## src/verilog/flash_self_write_pkg.sv

```systemverilog
// Package with register map, field layout, constants and types of the flash self-write sequencer
package flash_self_write_pkg;

    // Register byte offsets on the Wishbone bus (one 32-bit word each)
    localparam logic [7:0] OFS_DATA_LOW   = 8'h00;
    localparam logic [7:0] OFS_DATA_HIGH  = 8'h04;
    localparam logic [7:0] OFS_ADDR_LOW   = 8'h08;
    localparam logic [7:0] OFS_ADDR_HIGH  = 8'h0C;
    localparam logic [7:0] OFS_CONTROL    = 8'h10;
    localparam logic [7:0] OFS_UNLOCK_KEY = 8'h14;

    // Control register bit positions
    localparam int BIT_CFG_SELECT = 6;
    localparam int BIT_LATCH_ONLY = 5;
    localparam int BIT_ERASE      = 4;
    localparam int BIT_SEQ_ERROR  = 3;
    localparam int BIT_PROG_EN    = 2;
    localparam int BIT_WRITE_GO   = 1;
    localparam int BIT_READ_GO    = 0;

    // Unlock key pattern and progress of the key sequence
    localparam logic [7:0] KEY_FIRST  = 8'h55;
    localparam logic [7:0] KEY_SECOND = 8'hAA;
    localparam logic [1:0] KEY_NONE   = 2'h0;
    localparam logic [1:0] KEY_HALF   = 2'h1;
    localparam logic [1:0] KEY_OPEN   = 2'h2;

    // Blank content of a write latch and of an erased word
    localparam logic [13:0] LATCH_BLANK = 14'h3FFF;
    localparam int          ROW_WORDS   = 16;

    // Configuration space word addresses
    localparam logic [14:0] CFG_USER_ID_LAST = 15'h0003;
    localparam logic [14:0] CFG_DEVICE_ID    = 15'h0006;
    localparam logic [14:0] CFG_CONFIG_ONE   = 15'h0007;
    localparam logic [14:0] CFG_CONFIG_TWO   = 15'h0008;

    // Device and revision code, value is arbitrary
    localparam logic [13:0] DEVICE_ID_WORD = 14'h1234;

    // Reset values
    localparam logic [7:0]  RST_ADDR_LOW = 8'h00;
    localparam logic [6:0]  RST_ADDR_HIGH = 7'h00;

    // Self-timed operation durations
    localparam int CLK_PERIOD_NS   = 50;
    localparam int ROW_PROG_NS     = 2000;
    localparam int ROW_ERASE_NS    = 2000;
    localparam int ROW_PROG_CYCLES  = (ROW_PROG_NS + CLK_PERIOD_NS - 1) / CLK_PERIOD_NS;
    localparam int ROW_ERASE_CYCLES = (ROW_ERASE_NS + CLK_PERIOD_NS - 1) / CLK_PERIOD_NS;
    localparam int WAIT_W           = 8;

    // Sequencer states
    typedef enum logic [2:0] {
        ST_IDLE  = 3'b000,
        ST_START = 3'b001,
        ST_PROG  = 3'b010,
        ST_WAIT  = 3'b011,
        ST_DONE  = 3'b100
    } seq_state_t;

endpackage : flash_self_write_pkg

```

## src/verilog/flash_self_write_control.sv

```systemverilog
// Flash self-write sequencer with Wishbone register slave
//
// Contract
// - Config select picks config space or array
// - User IDs writable; device/config words read-only
// - Invalid config read clears both data bytes
// - Low data byte holds word bits 7:0
// - High data byte bits 5:0, top zero
// - Low address byte holds address 7:0
// - High address bits 14:8, bit 7 one
// - Latch-only start just loads addressed latch
// - Normal start loads latch then programs row
// - Erase select overrides latch-only bit
// - Erase select erases array row, not config space; cleared when done
// - Every start attempt sets sequence error flag
// - Program enable low inhibits program and erase
// - Start self-timed, set-only, hardware cleared
// - Read start fetches word, hardware cleared
// - Address and control reset to zero
// - Latches return to blank after array program or erase
// - Sixteen-word rows; low bits select latch
//
// Register access over Wishbone and the address map were chosen for this implementation.
module flash_self_write_control
    import flash_self_write_pkg::*;
(
    // Clock, reset and enable
    input  wire logic        ref_clk_i,
    input  wire logic        rst_b_i,
    input  wire logic        ce_i,
    // Wishbone slave
    input  wire logic        wb_cyc_i,
    input  wire logic        wb_stb_i,
    input  wire logic        wb_we_i,
    input  wire logic [7:0]  wb_adr_i,
    input  wire logic [3:0]  wb_sel_i,
    input  wire logic [31:0] wb_dat_i,
    output logic      [31:0] wb_dat_o,
    output logic             wb_ack_o,
    // Flash array port
    input  wire logic [13:0] flash_rdata_i,
    input  wire logic [13:0] config_word_one_i,
    input  wire logic [13:0] config_word_two_i,
    output logic      [14:0] flash_addr_o,
    output logic      [13:0] flash_wdata_o,
    output logic             flash_prog_o,
    output logic             flash_erase_o,
    output logic             busy_o
);

    // Complete state of the block
    typedef struct packed {
        logic [7:0]             dat_lo;     // Word bits 7:0
        logic [5:0]             dat_hi;     // Word bits 13:8
        logic [7:0]             adr_lo;     // Address bits 7:0
        logic [6:0]             adr_hi;     // Address bits 14:8
        logic                   config_space_select;       // Config space select
        logic                   latch_load_only;       // Latch load only
        logic                   free;       // Erase select
        logic                   err;        // Sequence error flag
        logic                   program_enable;       // Program enable
        logic                   wr;         // Program/erase start
        logic                   rd;         // Read start
        logic [1:0]             key;        // Unlock progress
        seq_state_t             fsm;        // Sequencer state
        logic                   arr;        // Array operation in flight
        logic [3:0]             idx;        // Latch walk index
        logic [WAIT_W-1:0]      cnt;        // Self-timed wait
        logic [15:0][13:0]      latch;      // Row write latches
        logic [3:0][13:0]       uid;        // User ID words
        logic                   ack;        // Bus acknowledge
        logic [31:0]            rdat;       // Bus read data
        logic [14:0]            f_adr;      // Flash address
        logic [13:0]            f_wdat;     // Flash write data
        logic                   f_prog;     // Flash word program strobe
        logic                   f_erase;    // Flash row erase strobe
    } state_t;

    // Reset image
    localparam state_t RESET_STATE = '{
        adr_lo:  RST_ADDR_LOW,
        adr_hi:  RST_ADDR_HIGH,
        fsm:     ST_IDLE,
        latch:   {ROW_WORDS{LATCH_BLANK}},
        uid:     {4{LATCH_BLANK}},
        default: '0
    };

    state_t     q;          // Registered state
    state_t     d;          // Next state
    logic       bus_req;    // New bus request this cycle
    logic       wr_try;     // Software tries to set the start bit
    logic       wr_go;      // Start accepted
    logic [7:0] key_byte;   // Byte written to the key register

    // Valid read address in config space
    function automatic logic cfg_readable(input logic [14:0] a);
        cfg_readable = (a <= CFG_USER_ID_LAST) || (a == CFG_DEVICE_ID)
                    || (a == CFG_CONFIG_ONE) || (a == CFG_CONFIG_TWO);
    endfunction : cfg_readable

    // Word returned by a config space read
    function automatic logic [13:0] cfg_word(input state_t s, input logic [14:0] a);
        if (a <= CFG_USER_ID_LAST) begin
            cfg_word = s.uid[a[1:0]];
        end else if (a == CFG_DEVICE_ID) begin
            cfg_word = DEVICE_ID_WORD;
        end else if (a == CFG_CONFIG_ONE) begin
            cfg_word = config_word_one_i;
        end else if (a == CFG_CONFIG_TWO) begin
            cfg_word = config_word_two_i;
        end else begin
            cfg_word = 14'h0000;
        end
    endfunction : cfg_word

    // Register read view
    function automatic logic [7:0] reg_view(input state_t s, input logic [7:0] a);
        case (a)
            OFS_DATA_LOW:  reg_view = s.dat_lo;
            OFS_DATA_HIGH: reg_view = {2'h0, s.dat_hi};
            OFS_ADDR_LOW:  reg_view = s.adr_lo;
            OFS_ADDR_HIGH: reg_view = {1'b1, s.adr_hi};
            OFS_CONTROL:   reg_view = {1'b1, s.config_space_select, s.latch_load_only, s.free,
                                       s.err, s.program_enable, s.wr, s.rd};
            default:       reg_view = 8'h00;
        endcase
    endfunction : reg_view

    // Next-state logic
    always_comb begin
        d        = q;
        bus_req  = wb_cyc_i && wb_stb_i && !q.ack;
        key_byte = wb_dat_i[7:0];
        wr_try   = 1'b0;
        wr_go    = 1'b0;
        if (ce_i) begin
            d.ack     = 1'b0;
            d.f_prog  = 1'b0;
            d.f_erase = 1'b0;
            // Read completes one cycle after its start
            if (q.rd && q.fsm == ST_IDLE) begin
                d.rd = 1'b0;
                if (q.config_space_select) begin
                    if (cfg_readable({q.adr_hi, q.adr_lo})) begin
                        {d.dat_hi, d.dat_lo} = cfg_word(q, {q.adr_hi, q.adr_lo});
                    end else begin
                        d.dat_hi = 6'h00;
                        d.dat_lo = 8'h00;
                    end
                end else begin
                    {d.dat_hi, d.dat_lo} = flash_rdata_i;
                end
            end
            // Bus access, acknowledged one cycle after request
            if (bus_req) begin
                d.ack  = 1'b1;
                d.rdat = {24'h000000, reg_view(q, wb_adr_i)};
                if (wb_we_i && wb_sel_i[0]) begin
                    case (wb_adr_i)
                        OFS_DATA_LOW:  d.dat_lo = wb_dat_i[7:0];
                        OFS_DATA_HIGH: d.dat_hi = wb_dat_i[5:0];
                        OFS_ADDR_LOW:  d.adr_lo = wb_dat_i[7:0];
                        OFS_ADDR_HIGH: d.adr_hi = wb_dat_i[6:0];
                        OFS_CONTROL: begin
                            d.config_space_select = wb_dat_i[BIT_CFG_SELECT];
                            d.latch_load_only = wb_dat_i[BIT_LATCH_ONLY];
                            d.program_enable = wb_dat_i[BIT_PROG_EN];
                            d.err  = wb_dat_i[BIT_SEQ_ERROR];
                            // Erase select only changes while idle
                            if (!q.wr) begin
                                d.free = wb_dat_i[BIT_ERASE];
                            end
                            // Read start can only be set
                            d.rd = d.rd | wb_dat_i[BIT_READ_GO];
                            if (wb_dat_i[BIT_WRITE_GO]) begin
                                wr_try = 1'b1;
                                d.err  = 1'b1;
                                d.key  = KEY_NONE;
                                // Accept only when unlocked, enabled and idle
                                if (q.key == KEY_OPEN && q.program_enable && !q.wr) begin
                                    wr_go = 1'b1;
                                    d.wr  = 1'b1;
                                end
                            end
                        end
                        OFS_UNLOCK_KEY: begin
                            if (key_byte == KEY_FIRST) begin
                                d.key = KEY_HALF;
                            end else if (key_byte == KEY_SECOND && q.key == KEY_HALF) begin
                                d.key = KEY_OPEN;
                            end else begin
                                d.key = KEY_NONE;
                            end
                        end
                        default: begin
                            // Unmapped: write ignored
                        end
                    endcase
                end
            end
            // Operation sequencer
            case (q.fsm)
                ST_IDLE: begin
                    d.f_adr = {q.adr_hi, q.adr_lo};
                    if (q.wr) begin
                        d.fsm = ST_START;
                    end
                end
                ST_START: begin
                    if (q.free) begin
                        // Erase: whole row, latch-only ignored
                        if (!q.config_space_select) begin
                            d.f_erase = 1'b1;
                            d.f_adr   = {q.adr_hi, q.adr_lo[7:4], 4'h0};
                            d.arr     = 1'b1;
                        end
                        d.cnt = WAIT_W'(ROW_ERASE_CYCLES);
                        d.fsm = ST_WAIT;
                    end else if (q.config_space_select) begin
                        // Config space: only user IDs accept data
                        if ({q.adr_hi, q.adr_lo} <= CFG_USER_ID_LAST) begin
                            d.uid[q.adr_lo[1:0]] = {q.dat_hi, q.dat_lo};
                        end
                        d.fsm = ST_DONE;
                    end else begin
                        d.latch[q.adr_lo[3:0]] = {q.dat_hi, q.dat_lo};
                        if (q.latch_load_only) begin
                            d.fsm = ST_DONE;
                        end else begin
                            d.idx = 4'h0;
                            d.arr = 1'b1;
                            d.fsm = ST_PROG;
                        end
                    end
                end
                ST_PROG: begin
                    // Stream the row one latch per cycle
                    d.f_prog  = 1'b1;
                    d.f_adr   = {q.adr_hi, q.adr_lo[7:4], q.idx};
                    d.f_wdat  = q.latch[q.idx];
                    d.idx     = q.idx + 4'h1;
                    if (q.idx == 4'hF) begin
                        d.cnt = WAIT_W'(ROW_PROG_CYCLES);
                        d.fsm = ST_WAIT;
                    end
                end
                ST_WAIT: begin
                    d.cnt = q.cnt - WAIT_W'(1);
                    if (q.cnt <= WAIT_W'(1)) begin
                        d.fsm = ST_DONE;
                    end
                end
                ST_DONE: begin
                    d.wr   = 1'b0;
                    d.free = 1'b0;
                    if (q.arr) begin
                        d.latch = {ROW_WORDS{LATCH_BLANK}};
                        d.arr   = 1'b0;
                    end
                    d.fsm = ST_IDLE;
                end
                default: begin
                    d.fsm = ST_IDLE;
                end
            endcase
        end
    end

    // State register
    always_ff @(posedge ref_clk_i or negedge rst_b_i) begin
        if (!rst_b_i) begin
            q <= RESET_STATE;
        end else begin
            q <= d;
        end
    end

    // Outputs straight from flip-flops
    assign wb_dat_o      = q.rdat;
    assign wb_ack_o      = q.ack;
    assign flash_addr_o  = q.f_adr;
    assign flash_wdata_o = q.f_wdat;
    assign flash_prog_o  = q.f_prog;
    assign flash_erase_o = q.f_erase;
    assign busy_o        = q.wr;

    // Acknowledge is a single-cycle pulse while clock enable stays high; with clock enable low it holds
    a_ack_single_pulse: assert property (@(posedge ref_clk_i) disable iff (!rst_b_i)
        wb_ack_o |=> !wb_ack_o)
        else $error("ack held longer than one cycle");

    // Every start attempt raises the error flag
    a_err_on_start: assert property (@(posedge ref_clk_i) disable iff (!rst_b_i)
        ce_i && wr_try |=> q.err)
        else $error("start attempt left error flag clear");

    // Read start clears after one enabled idle cycle
    a_read_self_clear: assert property (@(posedge ref_clk_i) disable iff (!rst_b_i)
        ce_i && q.rd && q.fsm == ST_IDLE && !(bus_req && wb_we_i) |=> !q.rd)
        else $error("read start not cleared");

    // Invalid config read returns zero
    a_cfg_read_zero: assert property (@(posedge ref_clk_i) disable iff (!rst_b_i)
        ce_i && q.rd && q.fsm == ST_IDLE && q.config_space_select && !cfg_readable({q.adr_hi, q.adr_lo})
        && !(bus_req && wb_we_i) |=> q.dat_lo == 8'h00 && q.dat_hi == 6'h00)
        else $error("invalid config read not zero");

    // High address read shows bit 7 set
    a_addr_high_view: assert property (@(posedge ref_clk_i) disable iff (!rst_b_i)
        ce_i && bus_req && !wb_we_i && wb_adr_i == OFS_ADDR_HIGH |=> wb_dat_o[7])
        else $error("high address bit 7 not one");

    // High data read shows top bits clear
    a_data_high_view: assert property (@(posedge ref_clk_i) disable iff (!rst_b_i)
        ce_i && bus_req && !wb_we_i && wb_adr_i == OFS_DATA_HIGH |=> wb_dat_o[7:6] == 2'h0)
        else $error("high data top bits not zero");

    // Disabled start changes nothing in the sequencer
    a_disabled_start: assert property (@(posedge ref_clk_i) disable iff (!rst_b_i)
        ce_i && wr_try && !q.program_enable && !q.wr |=> !q.wr ##1 !flash_prog_o && !flash_erase_o)
        else $error("start accepted while disabled");

    // Latch-only load never programs
    a_latch_only_load: assert property (@(posedge ref_clk_i) disable iff (!rst_b_i)
        ce_i && q.fsm == ST_START && q.latch_load_only && !q.free |=> q.fsm == ST_DONE && !flash_prog_o)
        else $error("latch-only start programmed the array");

    // Array operation completion clears start and erase select and blanks latches
    a_done_cleanup: assert property (@(posedge ref_clk_i) disable iff (!rst_b_i)
        ce_i && q.fsm == ST_DONE && q.arr
        |=> !q.wr && !q.free && q.latch == {ROW_WORDS{LATCH_BLANK}})
        else $error("operation end left state behind");

    // Row programming enters the walk and pulses program on the next enabled cycle
    a_row_walk: assert property (@(posedge ref_clk_i) disable iff (!rst_b_i)
        ce_i && q.fsm == ST_START && !q.free && !q.config_space_select && !q.latch_load_only
        |=> q.fsm == ST_PROG ##1 (flash_prog_o || !ce_i))
        else $error("row program did not start walking");

endmodule : flash_self_write_control

```

## config.mk

```make
export PLATFORM = sky130hd
export DESIGN_NAME = flash_self_write_control
export DESIGN_NICKNAME = d
export VERILOG_FILES = /design/src/verilog/flash_self_write_pkg.sv /design/src/verilog/flash_self_write_control.sv
export SDC_FILE = /design/constraint.sdc
export NUM_CORES = 1
export LEC_CHECK = 0
export ABC_AREA = 1
export BUFFER_PORTS_ARGS = -buffer_cell sky130_fd_sc_hd__buf_2
export CELL_PAD_IN_SITES_DETAIL_PLACEMENT = 0
export CELL_PAD_IN_SITES_GLOBAL_PLACEMENT = 1
export CORE_MARGIN = 5
export CORE_UTILIZATION = 41
export CTS_BUF_LIST = sky130_fd_sc_hd__clkbuf_4 sky130_fd_sc_hd__clkbuf_8 sky130_fd_sc_hd__clkbuf_16
export CTS_CLUSTER_DIAMETER = 30
export DETAILED_ROUTE_END_ITERATION = 8
export PLACE_DENSITY = 0.76
export SETUP_SLACK_MARGIN = 0.02
export SYNTH_ARGS = -nofsm -noshare
export SYNTH_HDL_FRONTEND = slang
export SYNTH_SLANG_ARGS = --single-unit
```

## constraint.sdc

```tcl
create_clock -name ref_clk_i -period 1.9 [get_ports ref_clk_i]
set_clock_uncertainty 0.1 [all_clocks]
set_input_delay 0.19 -clock ref_clk_i [delete_from_list [all_inputs] [get_ports ref_clk_i]]
set_output_delay 0.19 -clock ref_clk_i [all_outputs]
set_load 0.01 [all_outputs]
```

==> metrics.yaml <==
ys_warn_count: 0
gr-usage-met1_pct: 35.28
placed_cell_area_um2: 23010
crit_cells: 10
final_util_pct: 60.19
syn-instance-count: 2688
fin_ws_ns: -0.1109
cts_max_level: 3
fin_cells: 3774
vias: 20940
min_path_cells: 6
drtAntennaViolNets: 0
setup_violations: 210
synth_xor_area_share_pct: 0.1289
critPathCaptureType: "register"
overflow: 0
post-place-ws_ns: -0.3138
synth_area_um2: 20380
tightestPinTransition_ns: 0.5060
start_util_pct: 41.54
ys.flop_type: "dfstp_2"
cap_violations: 0
floorplan.core_area_um2: 49050
rsz0062_at_grt: "true"
period_share_pct: 105.8
worst_ep_arrival_time_ns: 2.46
grt_antenna_before_repair: 0
drv_slew: 0
drc: 0
grt_most_used_layer: "met2"
synth.distinct_cells: 43
numClockSinks: 374
synth-compound-area-share_pct: 18.92
irDropWorstVdd_mv: 0.8604
fin_area_um2: 29520
syn_area_per_cell_um2: 7.581
path_clk_slew_ns: 0.04
dpl.cell_count: 3472
die-area_um2: 54260
critPathTopFamily: "simple AND/OR/NAND/NOR gates"
relSlewSlack_pct: 66.18
reg2reg_depth: 10
synthArstFlopShare_pct: 100.0
clockRootBuffer: "clkbuf_16"
first_iter_violations: 1856
synth-adder-area-share_pct: 0.1842
setup.worst_path.class: "register to register"
dieHeight_um: 232.9
holdCritPathClass: "input port to register"
hold_violations: 1
min_period_ns: 2.011
cts_buffer_depth: 3
grt_use_met2_pct: 40.67
violations: "negative hold slack, negative setup slack"
cts_tree: "built"
vias_per_cell: 5.548
yosys-mux-area-fraction_pct: 0
place_congestion: 0.9025
port_buffers: 105
grt_util_met3_pct: 5.625
grt_pass1_wl_um: 110600
ys_ff_latch: 374
crit_path_start_kind: "register"
outcome: "finished with violations"
seq_area_frac_synth_pct: 47.65
drt-total-wl_um: 78720
fin_nets: 3129
synth_edf_count: 0
cts_buffers: 92
whs_ns: -0.03888
dp_hpwl_um: 46100
ios: 157
cp.required_ns: 2.35
grt_max_degree: 93
max_stage_delay_ns: 0.39
wire_per_inst_um: 20.86
synth_top_family_by_area: "simple AND/OR/NAND/NOR gates"
crit_buf_inv: 3
grt_pass1_vias: 19530
first_pass_iters: 6
layout-drive-gt1-share_pct: 37.52
cp_max_fo: 14
max_freq_mhz: 497.3
crit_chain: "nor2_2, nand3_2, nor2_4, nand2_4, buf_6, nor4_4, buf_6, nand2_4, clkbuf_16, o21ai_1"
synth-simple-area-share_pct: 23.79
p_leak_nw: 12.93
syn_to_final_growth_pct: 44.88
worst_path_max_delay_cell: "dfrtp_1"
num_rows: 81
die_w_um: 232.9
p_per_area_nw_per_um2: 1612
clock_latency_ns: 0.63
grt.total_usage_pct: 25.94
n_antenna_cell: 0
cell type report:
cell class / count / area, um2
clock inverters: 44 / 457.9
multi-input cells: 1920 / 10080
fillers: 4294 / 19530
clock buffers: 126 / 2729
inverters: 174 / 709.4
flip-flops and latches: 374 / 9719
repair inverters: 5 / 75.07
well taps: 664 / 830.8
repair buffers: 467 / 4921
path summary, 6_finish.rpt:
kind                                     from                       end  slack [ns]
max                        q[374]$_DFFE_PN0P_        q[116]$_DFFE_PN1P_       -0.11
min                               wb_adr_i[3]        q[361]$_DFFE_PN0P_       -0.04
max reg2reg                q[374]$_DFFE_PN0P_        q[116]$_DFFE_PN1P_       -0.11
min reg2reg                q[196]$_DFFE_PN1P_        q[196]$_DFFE_PN1P_        0.35
max in group asynchronous             rst_b_i  flash_prog_o$_DFFE_PN0P_        0.05
min in group asynchronous             rst_b_i        q[352]$_DFFE_PN0P_        0.55
stage by stage:
step                      power [mW]  setup TNS [ns]
after floorplan                22.15               0
after global placement         27.20          -29.42
after detailed placement       27.58          -39.19
after CTS                      44.37          -2.232
after global routing           49.90          -34.65
final                          47.58          -9.983
logic make-up (layout without fill, tap and decap cells):
| kind of cell | Yosys count | after routing |
|---|---|---|
| buffers and inverters | 419 | 816 |
| adders and majority gates | 3 | 3 |
| AOI/OAI and AO/OA | 708 | 709 |
| xor gates and xnor gates | 3 | 3 |
| DFF | 374 | 374 |
| and+or+nand+nor | 1180 | 1181 |
| other | 1 | 24 |
power breakdown:
part           switching (mW)  leakage (nW)  internal, mW
Sequential               1.61          4.15          12.3
Clock                    4.97          1.58          10.9
Combinational            10.6          7.20          7.19
layer usage:
layer	routed length [um]	part of all wire, %	up-vias
met3	6334	8.0	209
met2	36290	46	971
met1	33030	42	10160
met4	3064	3.9	0
met5	0	0	-
li1	-	-	9599
layout by cell type (no fill, tap or decap), types with 12 or more instances in the layout:
master,synthesis,layout
nor2_4,0,14
o21ai_0,498,396
dlygate4sd3_1,0,34
clkbuf_4,0,12
dfrtp_1,94,88
a21oi_1,85,69
a31oi_1,15,15
o21ai_1,5,61
nor2_1,249,218
a21oi_2,4,18
dfstp_2,280,280
clkbuf_16,0,122
buf_6,2,45
inv_1,166,151
nand2_2,15,55
clkbuf_8,0,19
buf_4,68,179
o221ai_1,26,22
buf_12,0,64
clkinv_2,0,20
nand3_2,0,33
o21ai_2,1,46
nand2_4,1,32
conb_1,1,24
buf_2,38,106
nor2_2,2,19
nand2_1,667,586
o211ai_1,30,30
nand3_1,221,183
o22ai_1,32,31
state kept, by name, indices dropped and copies added (netlist names):
name / cells
busy_o: 1
flash_addr_o: 15
flash_erase_o: 1
flash_prog_o: 1
flash_wdata_o: 14
q: 333
wb_ack_o: 1
wb_dat_o: 8
cells in the mapped netlist, types with 15 or more instances:
cell,number,share of area [%]
buf_4,68,2.5
dfrtp_1,94,12
inv_1,166,3.1
clkbuf_1,125,2.3
dfstp_2,280,36
o211ai_1,30,1.1
o21ai_0,498,12
nand3_1,221,5.4
o22ai_1,32,0.98
nand2_1,667,12
nor2_1,249,4.6
a31oi_1,15,0.46
o221ai_1,26,1.1
a21oi_1,85,2.1
buf_2,38,0.93
nand2_2,15,0.46
worst register-to-register path, stage by stage (launching register included):
cell and delay [ns]:
dfrtp_1 0.39, nor2_2 0.12, nand3_2 0.13, nor2_4 0.15
nand2_4 0.08, buf_6 0.13, nor4_4 0.20, buf_6 0.21
nand2_4 0.10, clkbuf_16 0.19, o21ai_1 0.14
repair_timing:
action | CTS | global route
pin swaps | 12 | 102
hold endpoints to repair | 220 | 1
buffers inserted | 12 | 41
hold buffers | 34 | 1
gates cloned | 3 | 43
gates resized for setup | 132 | 403
endpoints found under the setup margin | 320 | 346
Note: power is estimated with default switching activity, not from simulation.
